==> config.mk <==
export PLATFORM = sky130hd
export DESIGN_NAME = lucc_common_ctrl
export DESIGN_NICKNAME = d
export VERILOG_FILES = /design/src/hw/lucc_common_ctrl.v /design/src/hw/lucc_sync.v
export VERILOG_INCLUDE_DIRS = /design/src /design/src/hw
export SDC_FILE = /design/constraint.sdc
export NUM_CORES = 1
export LEC_CHECK = 0
export BUFFER_PORTS_ARGS = -buffer_cell sky130_fd_sc_hd__clkbuf_2
export CAP_MARGIN = 20
export CORE_ASPECT_RATIO = 0.75
export CORE_MARGIN = 3
export CORE_UTILIZATION = 60
export DETAILED_ROUTE_END_ITERATION = 12
export GPL_TIMING_DRIVEN = 0
export HOLD_SLACK_MARGIN = 0.15
export PLACE_DENSITY = 0.8
export SYNTH_ARGS = -nofsm -noshare
export SYNTH_HDL_FRONTEND = slang
export SYNTH_SLANG_ARGS = --single-unit
==> constraint.sdc <==
create_clock -name clock -period 3.1 [get_ports clock]
set_clock_uncertainty 0.1 [all_clocks]
set_input_delay 0.155 -clock clock [delete_from_list [all_inputs] [get_ports clock]]
set_output_delay 0.155 -clock clock [all_outputs]
set_load 0.01 [all_outputs]
==> src/hw/lucc_ctrl_map.vh <==
// Overview of operation
// - Normal criteria: 255 zeros E1, 192 T1
// - Alternate criteria: 2048 zeros E1, 1544 T1
// - Update bit rise snapshots and clears counters
// - Mux clear: attenuator clock from master clock
// - Mux set: attenuator clock from PLL
// - Loopback bit routes transmit clock to receive
// - Fallback bit switches to attenuator on loss
// - Mode 4 samples and updates on rising
// - Writes in modes 1,2 capture on falling
// - Writes in modes 3,4 capture on rising
// - Command byte LSB first: rw, address, burst
// - Chip select high aborts, output floats
// - Edge selects pick sample and output edges
`ifndef LUCC_CTRL_MAP_VH
`define LUCC_CTRL_MAP_VH

// Register offsets and reset value
`define LUCC_ADDR_COMMON_CONTROL_ONE 5'h00
`define LUCC_ADDR_LAST_READ 5'h15
`define LUCC_ADDR_LAST_WRITE 5'h16
`define LUCC_RESET_COMMON_CONTROL_ONE 8'h00

// Field positions of common_control_one
`define LUCC_BIT_LINE_STANDARD 7
`define LUCC_BIT_CARRIER_ALT 5
`define LUCC_BIT_COUNT_UPDATE 4
`define LUCC_BIT_ATTEN_MUX 3
`define LUCC_BIT_TX_TO_ATTEN 2
`define LUCC_BIT_TX_TO_RX 1
`define LUCC_BIT_TX_FALLBACK 0

// Command byte layout
`define LUCC_CMD_RW 0
`define LUCC_CMD_ADDR_LO 1
`define LUCC_CMD_ADDR_HI 5
`define LUCC_CMD_BURST 7

// Carrier loss zero counts
`define LUCC_ZEROS_E1 12'h0FF
`define LUCC_ZEROS_T1 12'h0C0
`define LUCC_ZEROS_E1_ALT 12'h800
`define LUCC_ZEROS_T1_ALT 12'h608

// Transmit clock loss timing
`define LUCC_CLOCK_NS 40
`define LUCC_TX_LOSS_NS 5000
`define LUCC_TX_LOSS_CYCLES (`LUCC_TX_LOSS_NS / `LUCC_CLOCK_NS)

`endif

==> src/hw/lucc_common_ctrl.v <==
`timescale 1ns/10ps
`include "lucc_ctrl_map.vh"
// Common control register one with its serial host port
module lucc_common_ctrl #(
    parameter ERR_WIDTH = 16,
    parameter TX_LOSS_CYCLES = `LUCC_TX_LOSS_CYCLES
) (
    // Clock and reset
    input wire clock,
    input wire rst_n,
    // Serial host port pins
    input wire chipSelN,
    input wire serialClk,
    input wire serialIn,
    output reg serialOut,
    output reg serialOutEn,
    input wire inputEdgeSelect,
    input wire outputEdgeSelect,
    // Line clocks as pins
    input wire masterClockIn,
    input wire pllClockIn,
    input wire transmitClockIn,
    input wire rxClockIn,
    // Receive bit stream, same clock domain
    input wire rxBitStrobe,
    input wire rxBitZero,
    // Error event, same clock domain
    input wire errorEvent,
    // Outputs
    output reg [7:0] commonControlOne,
    output reg lineStandardT1,
    output reg receiveCarrierLoss,
    output reg [ERR_WIDTH-1:0] errorCountSnap,
    output reg attenuatorClock,
    output reg rxClockPath,
    output reg txLogicClock,
    output reg txClockLost
);

    // Synchronised pins
    wire [8:0] syncBus;
    wire csNS;
    wire sclkS;
    wire sdiS;
    wire icesS;
    wire ocesS;
    wire mclkS;
    wire pllS;
    wire tclkS;
    wire rclkS;

    // Serial port state
    reg sclkPrev_q;
    reg [7:0] inShift_q;
    reg [2:0] bitCnt_q;
    reg inData_q;        // Past the command byte
    reg isRead_q;
    reg isBurst_q;
    reg [4:0] addr_q;
    reg [7:0] outShift_q;
    reg portDone_q;      // Access over: single data byte done, or burst ran past its last address

    // Carrier loss, counter and clock state
    reg [11:0] zeroCnt_q;
    reg trigPrev_q;
    reg [ERR_WIDTH-1:0] errRun_q;
    reg tclkPrev_q;
    reg [15:0] idleCnt_q;

    // Decoded edges and thresholds
    wire sclkRise;
    wire sclkFall;
    wire sampleEdge;
    wire outputEdge;
    wire byteDone;
    wire [7:0] byteNow;
    reg [11:0] zeroLimit;
    reg [11:0] zeroCnt_d;      // Zero run after this cycle's bit
    reg [7:0] readData;
    reg [4:0] fetchAddr;       // Address of the byte loaded at a boundary

    // All pins but the receive bit and error inputs pass two flops before any logic reads them
    lucc_sync #(
        .WIDTH(9)
    ) uSync (
        .clock(clock),
        .rst_n(rst_n),
        .asyncIn({chipSelN, serialClk, serialIn, inputEdgeSelect, outputEdgeSelect,
            masterClockIn, pllClockIn, transmitClockIn, rxClockIn}),
        .syncOut(syncBus)
    );

    assign csNS = syncBus[8];
    assign sclkS = syncBus[7];
    assign sdiS = syncBus[6];
    assign icesS = syncBus[5];
    assign ocesS = syncBus[4];
    assign mclkS = syncBus[3];
    assign pllS = syncBus[2];
    assign tclkS = syncBus[1];
    assign rclkS = syncBus[0];

    // Serial clock edges seen from the system clock
    assign sclkRise = sclkS & ~sclkPrev_q;
    assign sclkFall = ~sclkS & sclkPrev_q;
    // Low input select samples on rising, high on falling
    assign sampleEdge = icesS ? sclkFall : sclkRise;
    // Low output select updates on falling, high on rising
    assign outputEdge = ocesS ? sclkRise : sclkFall;
    // Serial data arrives LSB first, so it shifts in from the top
    assign byteNow = {sdiS, inShift_q[7:1]};
    assign byteDone = ~csNS & sampleEdge & (bitCnt_q == 3'h7);

    // A byte loaded at a boundary belongs to the address that comes next:
    // the new command's address, or the following burst address
    always @* begin
        if (!inData_q) begin
            if (byteNow[`LUCC_CMD_BURST]) begin
                fetchAddr = 5'h00;
            end else begin
                fetchAddr = byteNow[`LUCC_CMD_ADDR_HI:`LUCC_CMD_ADDR_LO];
            end
        end else begin
            fetchAddr = addr_q + 5'h01;
        end
    end

    // Only common_control_one is held here; other addresses read as zero
    always @* begin
        if (fetchAddr == `LUCC_ADDR_COMMON_CONTROL_ONE) begin
            readData = commonControlOne;
        end else begin
            readData = 8'h00;
        end
    end

    // Serial port: command byte, then data bytes
    always @(posedge clock or negedge rst_n) begin
        if (!rst_n) begin
            sclkPrev_q <= 1'b0;
            inShift_q <= 8'h00;
            bitCnt_q <= 3'h0;
            inData_q <= 1'b0;
            isRead_q <= 1'b0;
            isBurst_q <= 1'b0;
            addr_q <= 5'h00;
            outShift_q <= 8'h00;
            portDone_q <= 1'b0;
            serialOut <= 1'b0;
            serialOutEn <= 1'b0;
        end else begin
            sclkPrev_q <= sclkS;
            if (csNS) begin
                // Chip select high aborts and floats the output
                bitCnt_q <= 3'h0;
                inData_q <= 1'b0;
                isRead_q <= 1'b0;
                portDone_q <= 1'b0;
                serialOutEn <= 1'b0;
            end else begin
                if (sampleEdge) begin
                    inShift_q <= byteNow;
                    bitCnt_q <= bitCnt_q + 3'h1;
                end
                if (byteDone && !inData_q) begin
                    // Command byte: rw flag, five address bits, burst flag
                    inData_q <= 1'b1;
                    isRead_q <= byteNow[`LUCC_CMD_RW];
                    isBurst_q <= byteNow[`LUCC_CMD_BURST];
                    // Burst always starts from address zero
                    if (byteNow[`LUCC_CMD_BURST]) begin
                        addr_q <= 5'h00;
                    end else begin
                        addr_q <= byteNow[`LUCC_CMD_ADDR_HI:`LUCC_CMD_ADDR_LO];
                    end
                end else if (byteDone && inData_q) begin
                    // Data byte finished; burst steps, single access stops
                    if (!isBurst_q) begin
                        portDone_q <= 1'b1;
                    end else if (isRead_q && addr_q == `LUCC_ADDR_LAST_READ) begin
                        portDone_q <= 1'b1;
                    end else if (!isRead_q && addr_q == `LUCC_ADDR_LAST_WRITE) begin
                        portDone_q <= 1'b1;
                    end else begin
                        addr_q <= addr_q + 5'h01;
                    end
                end
                // Output side: load a byte at each boundary, shift on output edges
                if (inData_q && isRead_q && !portDone_q) begin
                    if (outputEdge) begin
                        serialOut <= outShift_q[0];
                        serialOutEn <= 1'b1;
                        outShift_q <= {1'b0, outShift_q[7:1]};
                    end
                end else begin
                    serialOutEn <= 1'b0;
                end
                if (byteDone) begin
                    // Next read byte is fetched at the byte boundary
                    outShift_q <= readData;
                end
            end
        end
    end

    // Register write on the last data bit of a write byte
    always @(posedge clock or negedge rst_n) begin
        if (!rst_n) begin
            commonControlOne <= `LUCC_RESET_COMMON_CONTROL_ONE;
        end else if (byteDone && inData_q && !isRead_q && !portDone_q) begin
            if (addr_q == `LUCC_ADDR_COMMON_CONTROL_ONE) begin
                commonControlOne <= byteNow;
            end
        end
    end

    // Line standard is bit 7: clear E1, set T1
    always @(posedge clock or negedge rst_n) begin
        if (!rst_n) begin
            lineStandardT1 <= 1'b0;
        end else begin
            lineStandardT1 <= commonControlOne[`LUCC_BIT_LINE_STANDARD];
        end
    end

    // Zero-run threshold from line standard and criteria bit
    always @* begin
        case ({commonControlOne[`LUCC_BIT_CARRIER_ALT],
               commonControlOne[`LUCC_BIT_LINE_STANDARD]})
            2'b00: zeroLimit = `LUCC_ZEROS_E1;
            2'b01: zeroLimit = `LUCC_ZEROS_T1;
            2'b10: zeroLimit = `LUCC_ZEROS_E1_ALT;
            default: zeroLimit = `LUCC_ZEROS_T1_ALT;
        endcase
    end

    // Next zero run; a one bit ends the run
    always @* begin
        zeroCnt_d = zeroCnt_q;
        if (rxBitStrobe) begin
            if (!rxBitZero) begin
                zeroCnt_d = 12'h000;
            end else if (zeroCnt_q != 12'hFFF) begin
                // Saturate so a long silence never wraps to no loss
                zeroCnt_d = zeroCnt_q + 12'h001;
            end
        end
    end

    // Loss follows the run itself, so a one bit clears it together with
    // the run and a stale count can never set it again
    always @(posedge clock or negedge rst_n) begin
        if (!rst_n) begin
            zeroCnt_q <= 12'h000;
            receiveCarrierLoss <= 1'b0;
        end else begin
            zeroCnt_q <= zeroCnt_d;
            // Threshold changes take effect without waiting for a new bit
            receiveCarrierLoss <= (zeroCnt_d >= zeroLimit);
        end
    end

    // Error counter snapshot on a rising update bit
    always @(posedge clock or negedge rst_n) begin
        if (!rst_n) begin
            trigPrev_q <= 1'b0;
            errRun_q <= {ERR_WIDTH{1'b0}};
            errorCountSnap <= {ERR_WIDTH{1'b0}};
        end else begin
            trigPrev_q <= commonControlOne[`LUCC_BIT_COUNT_UPDATE];
            if (commonControlOne[`LUCC_BIT_COUNT_UPDATE] && !trigPrev_q) begin
                // Copy and clear; an error in this very cycle is kept
                errorCountSnap <= errRun_q;
                errRun_q <= {{(ERR_WIDTH-1){1'b0}}, errorEvent};
            end else if (errorEvent && errRun_q != {ERR_WIDTH{1'b1}}) begin
                errRun_q <= errRun_q + {{(ERR_WIDTH-1){1'b0}}, 1'b1};
            end
        end
    end

    // Transmit clock activity watchdog
    always @(posedge clock or negedge rst_n) begin
        if (!rst_n) begin
            tclkPrev_q <= 1'b0;
            idleCnt_q <= 16'h0000;
            txClockLost <= 1'b0;
        end else begin
            tclkPrev_q <= tclkS;
            if (tclkS != tclkPrev_q) begin
                idleCnt_q <= 16'h0000;
                txClockLost <= 1'b0;
            end else if (idleCnt_q >= TX_LOSS_CYCLES[15:0] - 16'h0001) begin
                txClockLost <= 1'b1;
            end else begin
                idleCnt_q <= idleCnt_q + 16'h0001;
            end
        end
    end

    // Clock steering; the host keeps mux and standard consistent with the master clock
    always @(posedge clock or negedge rst_n) begin
        if (!rst_n) begin
            attenuatorClock <= 1'b0;
            rxClockPath <= 1'b0;
            txLogicClock <= 1'b0;
        end else begin
            if (commonControlOne[`LUCC_BIT_TX_TO_ATTEN]) begin
                attenuatorClock <= tclkS;
            end else if (commonControlOne[`LUCC_BIT_ATTEN_MUX]) begin
                attenuatorClock <= pllS;
            end else begin
                attenuatorClock <= mclkS;
            end
            if (commonControlOne[`LUCC_BIT_TX_TO_RX]) begin
                rxClockPath <= tclkS;
            end else begin
                rxClockPath <= rclkS;
            end
            // Fallback only when enabled and the transmit clock has stopped
            if (commonControlOne[`LUCC_BIT_TX_FALLBACK] && txClockLost) begin
                txLogicClock <= attenuatorClock;
            end else begin
                txLogicClock <= tclkS;
            end
        end
    end

endmodule

==> src/hw/lucc_sync.v <==
`timescale 1ns/10ps
// Two-stage synchroniser for a group of pins
module lucc_sync #(
    parameter WIDTH = 1
) (
    // Clock and reset
    input wire clock,
    input wire rst_n,
    // Data
    input wire [WIDTH-1:0] asyncIn,
    output reg [WIDTH-1:0] syncOut
);

    // First stage, read only by the second stage
    reg [WIDTH-1:0] meta_q;

    // Both stages clear to zero on reset
    always @(posedge clock or negedge rst_n) begin
        if (!rst_n) begin
            meta_q <= {WIDTH{1'b0}};
            syncOut <= {WIDTH{1'b0}};
        end else begin
            meta_q <= asyncIn;
            syncOut <= meta_q;
        end
    end

endmodule

* Word level (Yosys, flattened, before mapping)
Index checks and enable logic that the tools add are counted.
Storage, ports and cells: register bits 125, latch bits 0, RAM bits 0, ROM bits 0, bits of input ports 14, output and inout port bits 32, word-level logic and storage cells 130, memories kept 0
Operators by class: $add $sub $neg 5, multiply operators 0, divide/modulo/power cells 0, order comparisons 2, equality and inequality tests 14, shifts and indexed selects 0, muxes and demuxes 42, bitwise operators 7, reductions and logical operators 34
Operator list (number):
- two-way mux 16 bit | 4
- two-way mux 12 bit | 3
- case mux 12 bit (3 select lines) | 1
- two-way mux 5 bit | 7
- adder 16 x 1 -> 16 bit (second input constant) | 2
- two-way mux 8 bit | 4
- two-way mux 1 bit | 21
- nonzero test 2 bit | 9
- >= comparator 16 x 7 -> 1 bit (second input constant) | 1
- != test 16 bit (second input constant) | 1
- adder 12 x 1 -> 12 bit (second input constant) | 1
- >= comparator 12 bit | 1
- != test 12 bit (second input constant) | 1
- logical AND 1 bit | 11
- == test 5 bit (second input constant) | 2
- zero test 5 bit | 2
- AND reduction 3 bit | 3
- two-way mux 3 bit | 2
- != test 2 bit (second input constant) | 3
- AND reduction 2 bit | 3
- adder 5 x 1 -> 5 bit (second input constant) | 1
- AND reduction 5 bit | 1
- AND 1 bit | 4
- zero test 1 bit | 4
- other kinds (10) | 12

* Depth between registers and ports, before layout
depth after elaboration 9, gate-level depth with buffers 12, gate-level depth less buffers 12

* Hierarchy
Synthesis repeated with hierarchy kept, for this count alone.
Second synthesis, totals: cell total of the unflattened synthesis 551, area total of the unflattened synthesis 5888.1 sq um
By module, submodules not included:
- lucc_common_ctrl | instances 1, cells an instance 533, area an instance 5437.7 sq um, seq. area each 2652.5 sq um
- lucc_sync | instances 1, cells an instance 18, area an instance 450.4 sq um, seq. area each 450.4 sq um

* Worst setup path before layout
No wires, ideal clock.
path kind register to register, from register zeroCnt_q[0], to register receiveCarrierLoss, library setup time 0.124 ns, data arrival time 2.528 ns, data required time 2.876 ns, slack 0.348 ns, stages on the path, launching flop included 13, buffers on the path 0, clock period less this slack 2.752 ns, path through dfrtp_1 > ha_1 > and2_1 > nand4_1 > nand2_1 > xor2_1 > or2_2 > ha_1 > nand2b_1 > a211o_1 > o211ai_1 > a21oi_1 > o31a_1
Between the ends: cells in the longest elaborated chain, start to end 5, elaborated cells between the ends (all ways) 6, classes of those cells add/sub: 1; order compare: 1; eq/ne: 1; mux: 3
Ends and longest elaborated chain:
- start: declaration | RTL line lucc_common_ctrl.v:64 | reg [11:0] zeroCnt_q;
- start signal: assignment | RTL line lucc_common_ctrl.v:257 | zeroCnt_q <= zeroCnt_d;
- adder 12 x 1 -> 12 bit or != test 12 bit (tied branches) | RTL line lucc_common_ctrl.v:245, lucc_common_ctrl.v:243
- two-way mux 12 bit | RTL line lucc_common_ctrl.v:243 | end else if (zeroCnt_q != 12'hFFF) begin
- two-way mux 12 bit | RTL line lucc_common_ctrl.v:241 | if (!rxBitZero) begin
- two-way mux 12 bit (*) | RTL line lucc_common_ctrl.v:240 | if (rxBitStrobe) begin
- >= comparator 12 bit (*) | RTL line lucc_common_ctrl.v:259 | receiveCarrierLoss <= (zeroCnt_d >= zeroLimit);
- end signal: assignment | RTL line lucc_common_ctrl.v:259
- end: declaration | RTL line lucc_common_ctrl.v:32 | output reg receiveCarrierLoss,
Every way passes the cells marked *; elsewhere a longest branch is shown, timed or not. A chain may end at the register's enable or synchronous reset.

* Worst setup path in the final report
from register zeroCnt_q[1], to register receiveCarrierLoss
The elaborated chain is that of the path after synthesis.

==> impl.org <==
** Run status
- Result of the run :: finished clean

** Hold path
- The worst hold path begins at rxBitStrobe.
- In this run the worst hold path is classified as primary input to flop.
- The worst hold path terminates at zeroCnt_q[9]$_DFF_PN0_.
- Worst hold stages :: 5

** Floorplanning
- Placeable Area :: around 9000 µm²
- The floorplan step defined a die boundary enclosing about 11000 µm².
- Die span in y :: approximately 90 µm
- The die is roughly 120 µm wide.
- 46 I/O pins were placed.
- Placement row count :: 30
- Once the floorplan was initialized, standard cells occupied between 60 and 70% of the core.

** Logic synthesis
- Avg Inst Size Synth :: approximately 11 µm²
- Summed instance area of the synthesized netlist :: 5690 µm²
- Counting flops and latches in the post-synthesis netlist gives 124.
- Post-synthesis sequential area ratio :: between 50 and 60%
- Yosys warning count :: 0
- The number of different library cells used by synthesis comes to 62.
- Net count of the mapped netlist :: about 560
- Number of synthesized flops with an enable pin :: 0
- Synthesis produced approximately 520 cells.
- In the synthesized netlist the async set-or-reset flop fraction comes to 100%.
- In the synthesized netlist the dominant register cell turns out to be dfrtp_1.

** Worst setup path
- Worst-path fanout max :: 5
- The worst setup path is of the flop to flop kind.
- Reg2Reg Capture Point :: receiveCarrierLoss$_DFF_PN0_
- Most Frequent Cell on Critical Path :: ha_1
- CP Launch Type :: flop
- Among cell families on the critical path, the largest total delay comes from simple AND/OR/NAND/NOR gates.
- The startpoint identified for the worst register-to-register timing path is zeroCnt_q[1]$_DFF_PN0_.
- CP Cell Sequence :: ha_1, and2_2, nand4_1, nand2_1, xor2_1, or2_2, ha_1, nand2b_1, a211o_1, o211ai_1, a21oi_1, o31a_1
- Together, buffers and inverters on the worst path number 0.
- For this design, the slowest cell found on the critical path is dfrtp_1.
- In this design, the stage delay of the slowest critical-path cell is roughly 0.41 ns.
- Type of destination of the critical path :: flop
- STA puts the critical path data required time at 3.29 ns.
- Data on the critical path arrives at its endpoint at about 3.2 ns.
- Setup slack on the worst reg-to-reg path comes out at roughly 0.1 ns.
- Number of cells on the worst reg-to-reg path :: 12

** Layout
- Final instance area :: just under 7000 µm²
- The count of cells in the finished layout, fillers not included, comes to roughly 740.
- Count of antenna diodes in the layout :: 0
- In the final design database the tool counted 641 nets.
- The top cell types in the final layout, fill and taps aside, are dfrtp_1 (124), nand2_1 (77), nor2_1 (45).
- The post-route netlist has around 19% of its cells at a drive strength greater than 1.
- Layout area overhead :: 20.5%
- Leaving out fill and tap cells, the most frequent cell in the layout is dfrtp_1.

** Clocking
- Clock latency on the worst-skew pair, taken at its later pin, is roughly 0.4 ns.
- In this run the clock root is driven by a clkbuf_16.
- The longest clock path from root to sink contains 2 buffers.
- In this run the number of H-tree levels came out at 4.
- Clock-pin slew was measured on the worst setup and hold paths at 0.06 ns.
- Buffers inserted during clock tree synthesis total 17.
- TritonCTS built the clock tree.
- The tree built by TritonCTS fans out to between 100 and 150 sinks.

** Placed design
- During placement, the flow inserted port buffers numbering 45.
- At the end of routability-driven placement, the weighted congestion stood at roughly 0.88.
- Once placement finished, the instance area stood at about 6100 µm².
- Number of cells in the design after placement :: a little under 700
- The HPWL after detailed placement is approximately 7600 µm.

** Timing
- Number of hold violations in the final report :: 0
- Ratio of final minimum period to clock period :: between 90% and 100%
- Headroom to the max-slew limit :: between 30% and 40%
- For the final routed database, the setup TNS stands at 0 ns.
- The final max-slew violation count was 0.
- Final Critical Period :: around 3 ns
- At the pin with the least slew margin, the transition time is between 0.9 and 1 ns.
- Timing would allow up to roughly 0.33 GHz.
- Setup violations remaining at the end of the flow were counted as 0.

** Route
- Routed via count :: ~4200
- For this run, the detailed router's first-pass iteration total came to 5.
- The detailed router finished its first iteration with 419 violations.
- Once detail routing completed, the nets flagged for antenna violations numbered 0.
- Ratio of routed vias to standard cells :: roughly 5.7
- Detailed-route DRC error count :: 0
- Post-DR wirelength/cell :: approximately 16 µm
- The final layout contains routed wiring with a total length of roughly 12000 µm.

** Global route
- The number of global-route vias before repair was around 4200.
- Global-route wire length before repair :: 20000 µm
- GR Util All Layers :: a little under a quarter
- Remaining global-route overflow :: 0
- The initial antenna violation count was 0.
- Entering global routing, the biggest net connects about 100 pins.

** Power and ir drop
- Dividing total power by cell area gives a power density of 598 nW/µm².
- Total power for the finished layout comes to ~4000 µW.
- The worst-case IR drop observed on VDD is around 0.40 mV.
- Standby leakage power :: about 0.0033 µW

** Job
- Max-cap viol count :: 0
==> kinds of logic after synthesis <==
family          after synthesis  share of synthesized area [%]
simple gates                208                           18.3
flops                       124                           54.5
compound gates               77                           9.26
buf+inv                      34                           2.68
xor+xnor                     27                           4.16
mux                          27                           5.58
fa+ha+maj                    25                           5.50
==> cells in the mapped netlist, drive strengths merged, types with 3 or more instances <==
cell type	n	area share (%)
inv	19	1.3
dfrtp	124	55
a22o	4	0.62
xor2	11	1.7
and2	11	1.2
xnor2	16	2.5
nand3	20	1.8
nor2	48	3.7
nand2	77	5.1
nor3b	3	0.40
mux2i	10	1.8
nor2b	3	0.33
and3	8	0.97
a21oi	11	0.97
clkbuf	8	0.53
buf	7	0.90
o2bb2ai	7	1.1
o31ai	3	0.40
nor4	5	0.55
nand4	8	0.88
mux2	17	3.8
a31oi	7	0.77
nor4b	4	0.99
ha	25	5.5
nand2b	5	0.55
nor3	9	0.79
o21ai	25	2.3
==> through the flow <==
| stage | worst slack (ns) | hold slack, ns | util [%] |
|---|---|---|---|
| 3_5_place_dp | 0.110 | -0.0612 | 67.0 |
| 4_1_cts | 0.0843 | 0.151 | 74.8 |
| 3_3_place_gp | -0.0169 | 0.163 | 66.6 |
| 6_report | 0.102 | 0.194 | 75.2 |
| 5_1_grt | -0.00413 | 0.254 | 75.2 |
| 2_1_floorplan | 0.348 | -0.241 | - |
==> per-layer routing <==
layer,GRT usage (%),wire length (µm),vias to the layer above
li1,-,-,1995
met1,30.5,5330,2046
met2,37.7,5590,132
met3,6.14,638,34
met4,9.45,260,0
met5,0,0,-
==> layout make-up <==
type | count | area [µm²]
Buffer | 15 | 81.3
Clock buffer | 22 | 464
Clock inverter | 10 | 116
Fill cell | 580 | 2260
Inverter | 19 | 71.3
Multi-Input combinational cell | 364 | 2450
Sequential cell | 124 | 3100
Tap cell | 128 | 160
Timing Repair Buffer | 61 | 407
==> flip-flops by register name, indices dropped and copies added (netlist names), 3 cells and up <==
| signal | count |
|---|---|
| errRun_q | 16 |
| errorCountSnap | 16 |
| idleCnt_q | 16 |
| zeroCnt_q | 12 |
| uSync.meta_q | 9 |
| uSync.syncOut | 9 |
| commonControlOne | 8 |
| outShift_q | 8 |
| inShift_q | 7 |
| addr_q | 5 |
| bitCnt_q | 3 |
==> report_power, final <==
group | leakage, µW | internal, µW | switching (µW)
clock | 0.000268 | 1220 | 713
sequential | 0.00165 | 1730 | 129
combinational | 0.00141 | 144 | 166
total | 0.00333 | 3090 | 1010
==> repair_timing <==
item	in CTS	in global routing
hold buffers	13	0
hold endpoints to repair	142	0
endpoints found under the setup margin	0	1
gates resized for setup	0	4
buffers inserted	0	2
==> worst reg2reg max path, stage by stage (launching register included) <==
cell	delay, ns
dfrtp_1	0.41
ha_1	0.23
and2_2	0.24
nand4_1	0.16
nand2_1	0.09
xor2_1	0.17
or2_2	0.28
ha_1	0.28
nand2b_1	0.15
a211o_1	0.29
o211ai_1	0.09
a21oi_1	0.10
o31a_1	0.26
==> worst max path at each step <==
stage                                       from                              to  slack, ns  cells after the start
after floorplan           zeroCnt_q[0]$_DFF_PN0_    receiveCarrierLoss$_DFF_PN0_       0.35                     12
after global placement                     rst_n  errorCountSnap[14]$_DFFE_PN0P_      -0.02                      1
after detailed placement  zeroCnt_q[0]$_DFF_PN0_    receiveCarrierLoss$_DFF_PN0_       0.11                     12
after CTS                 zeroCnt_q[0]$_DFF_PN0_    receiveCarrierLoss$_DFF_PN0_       0.08                     12
after global routing      zeroCnt_q[0]$_DFF_PN0_    receiveCarrierLoss$_DFF_PN0_     -0.004                     12
final                     zeroCnt_q[1]$_DFF_PN0_    receiveCarrierLoss$_DFF_PN0_       0.10                     12
(Power assumes the default switching activity.)
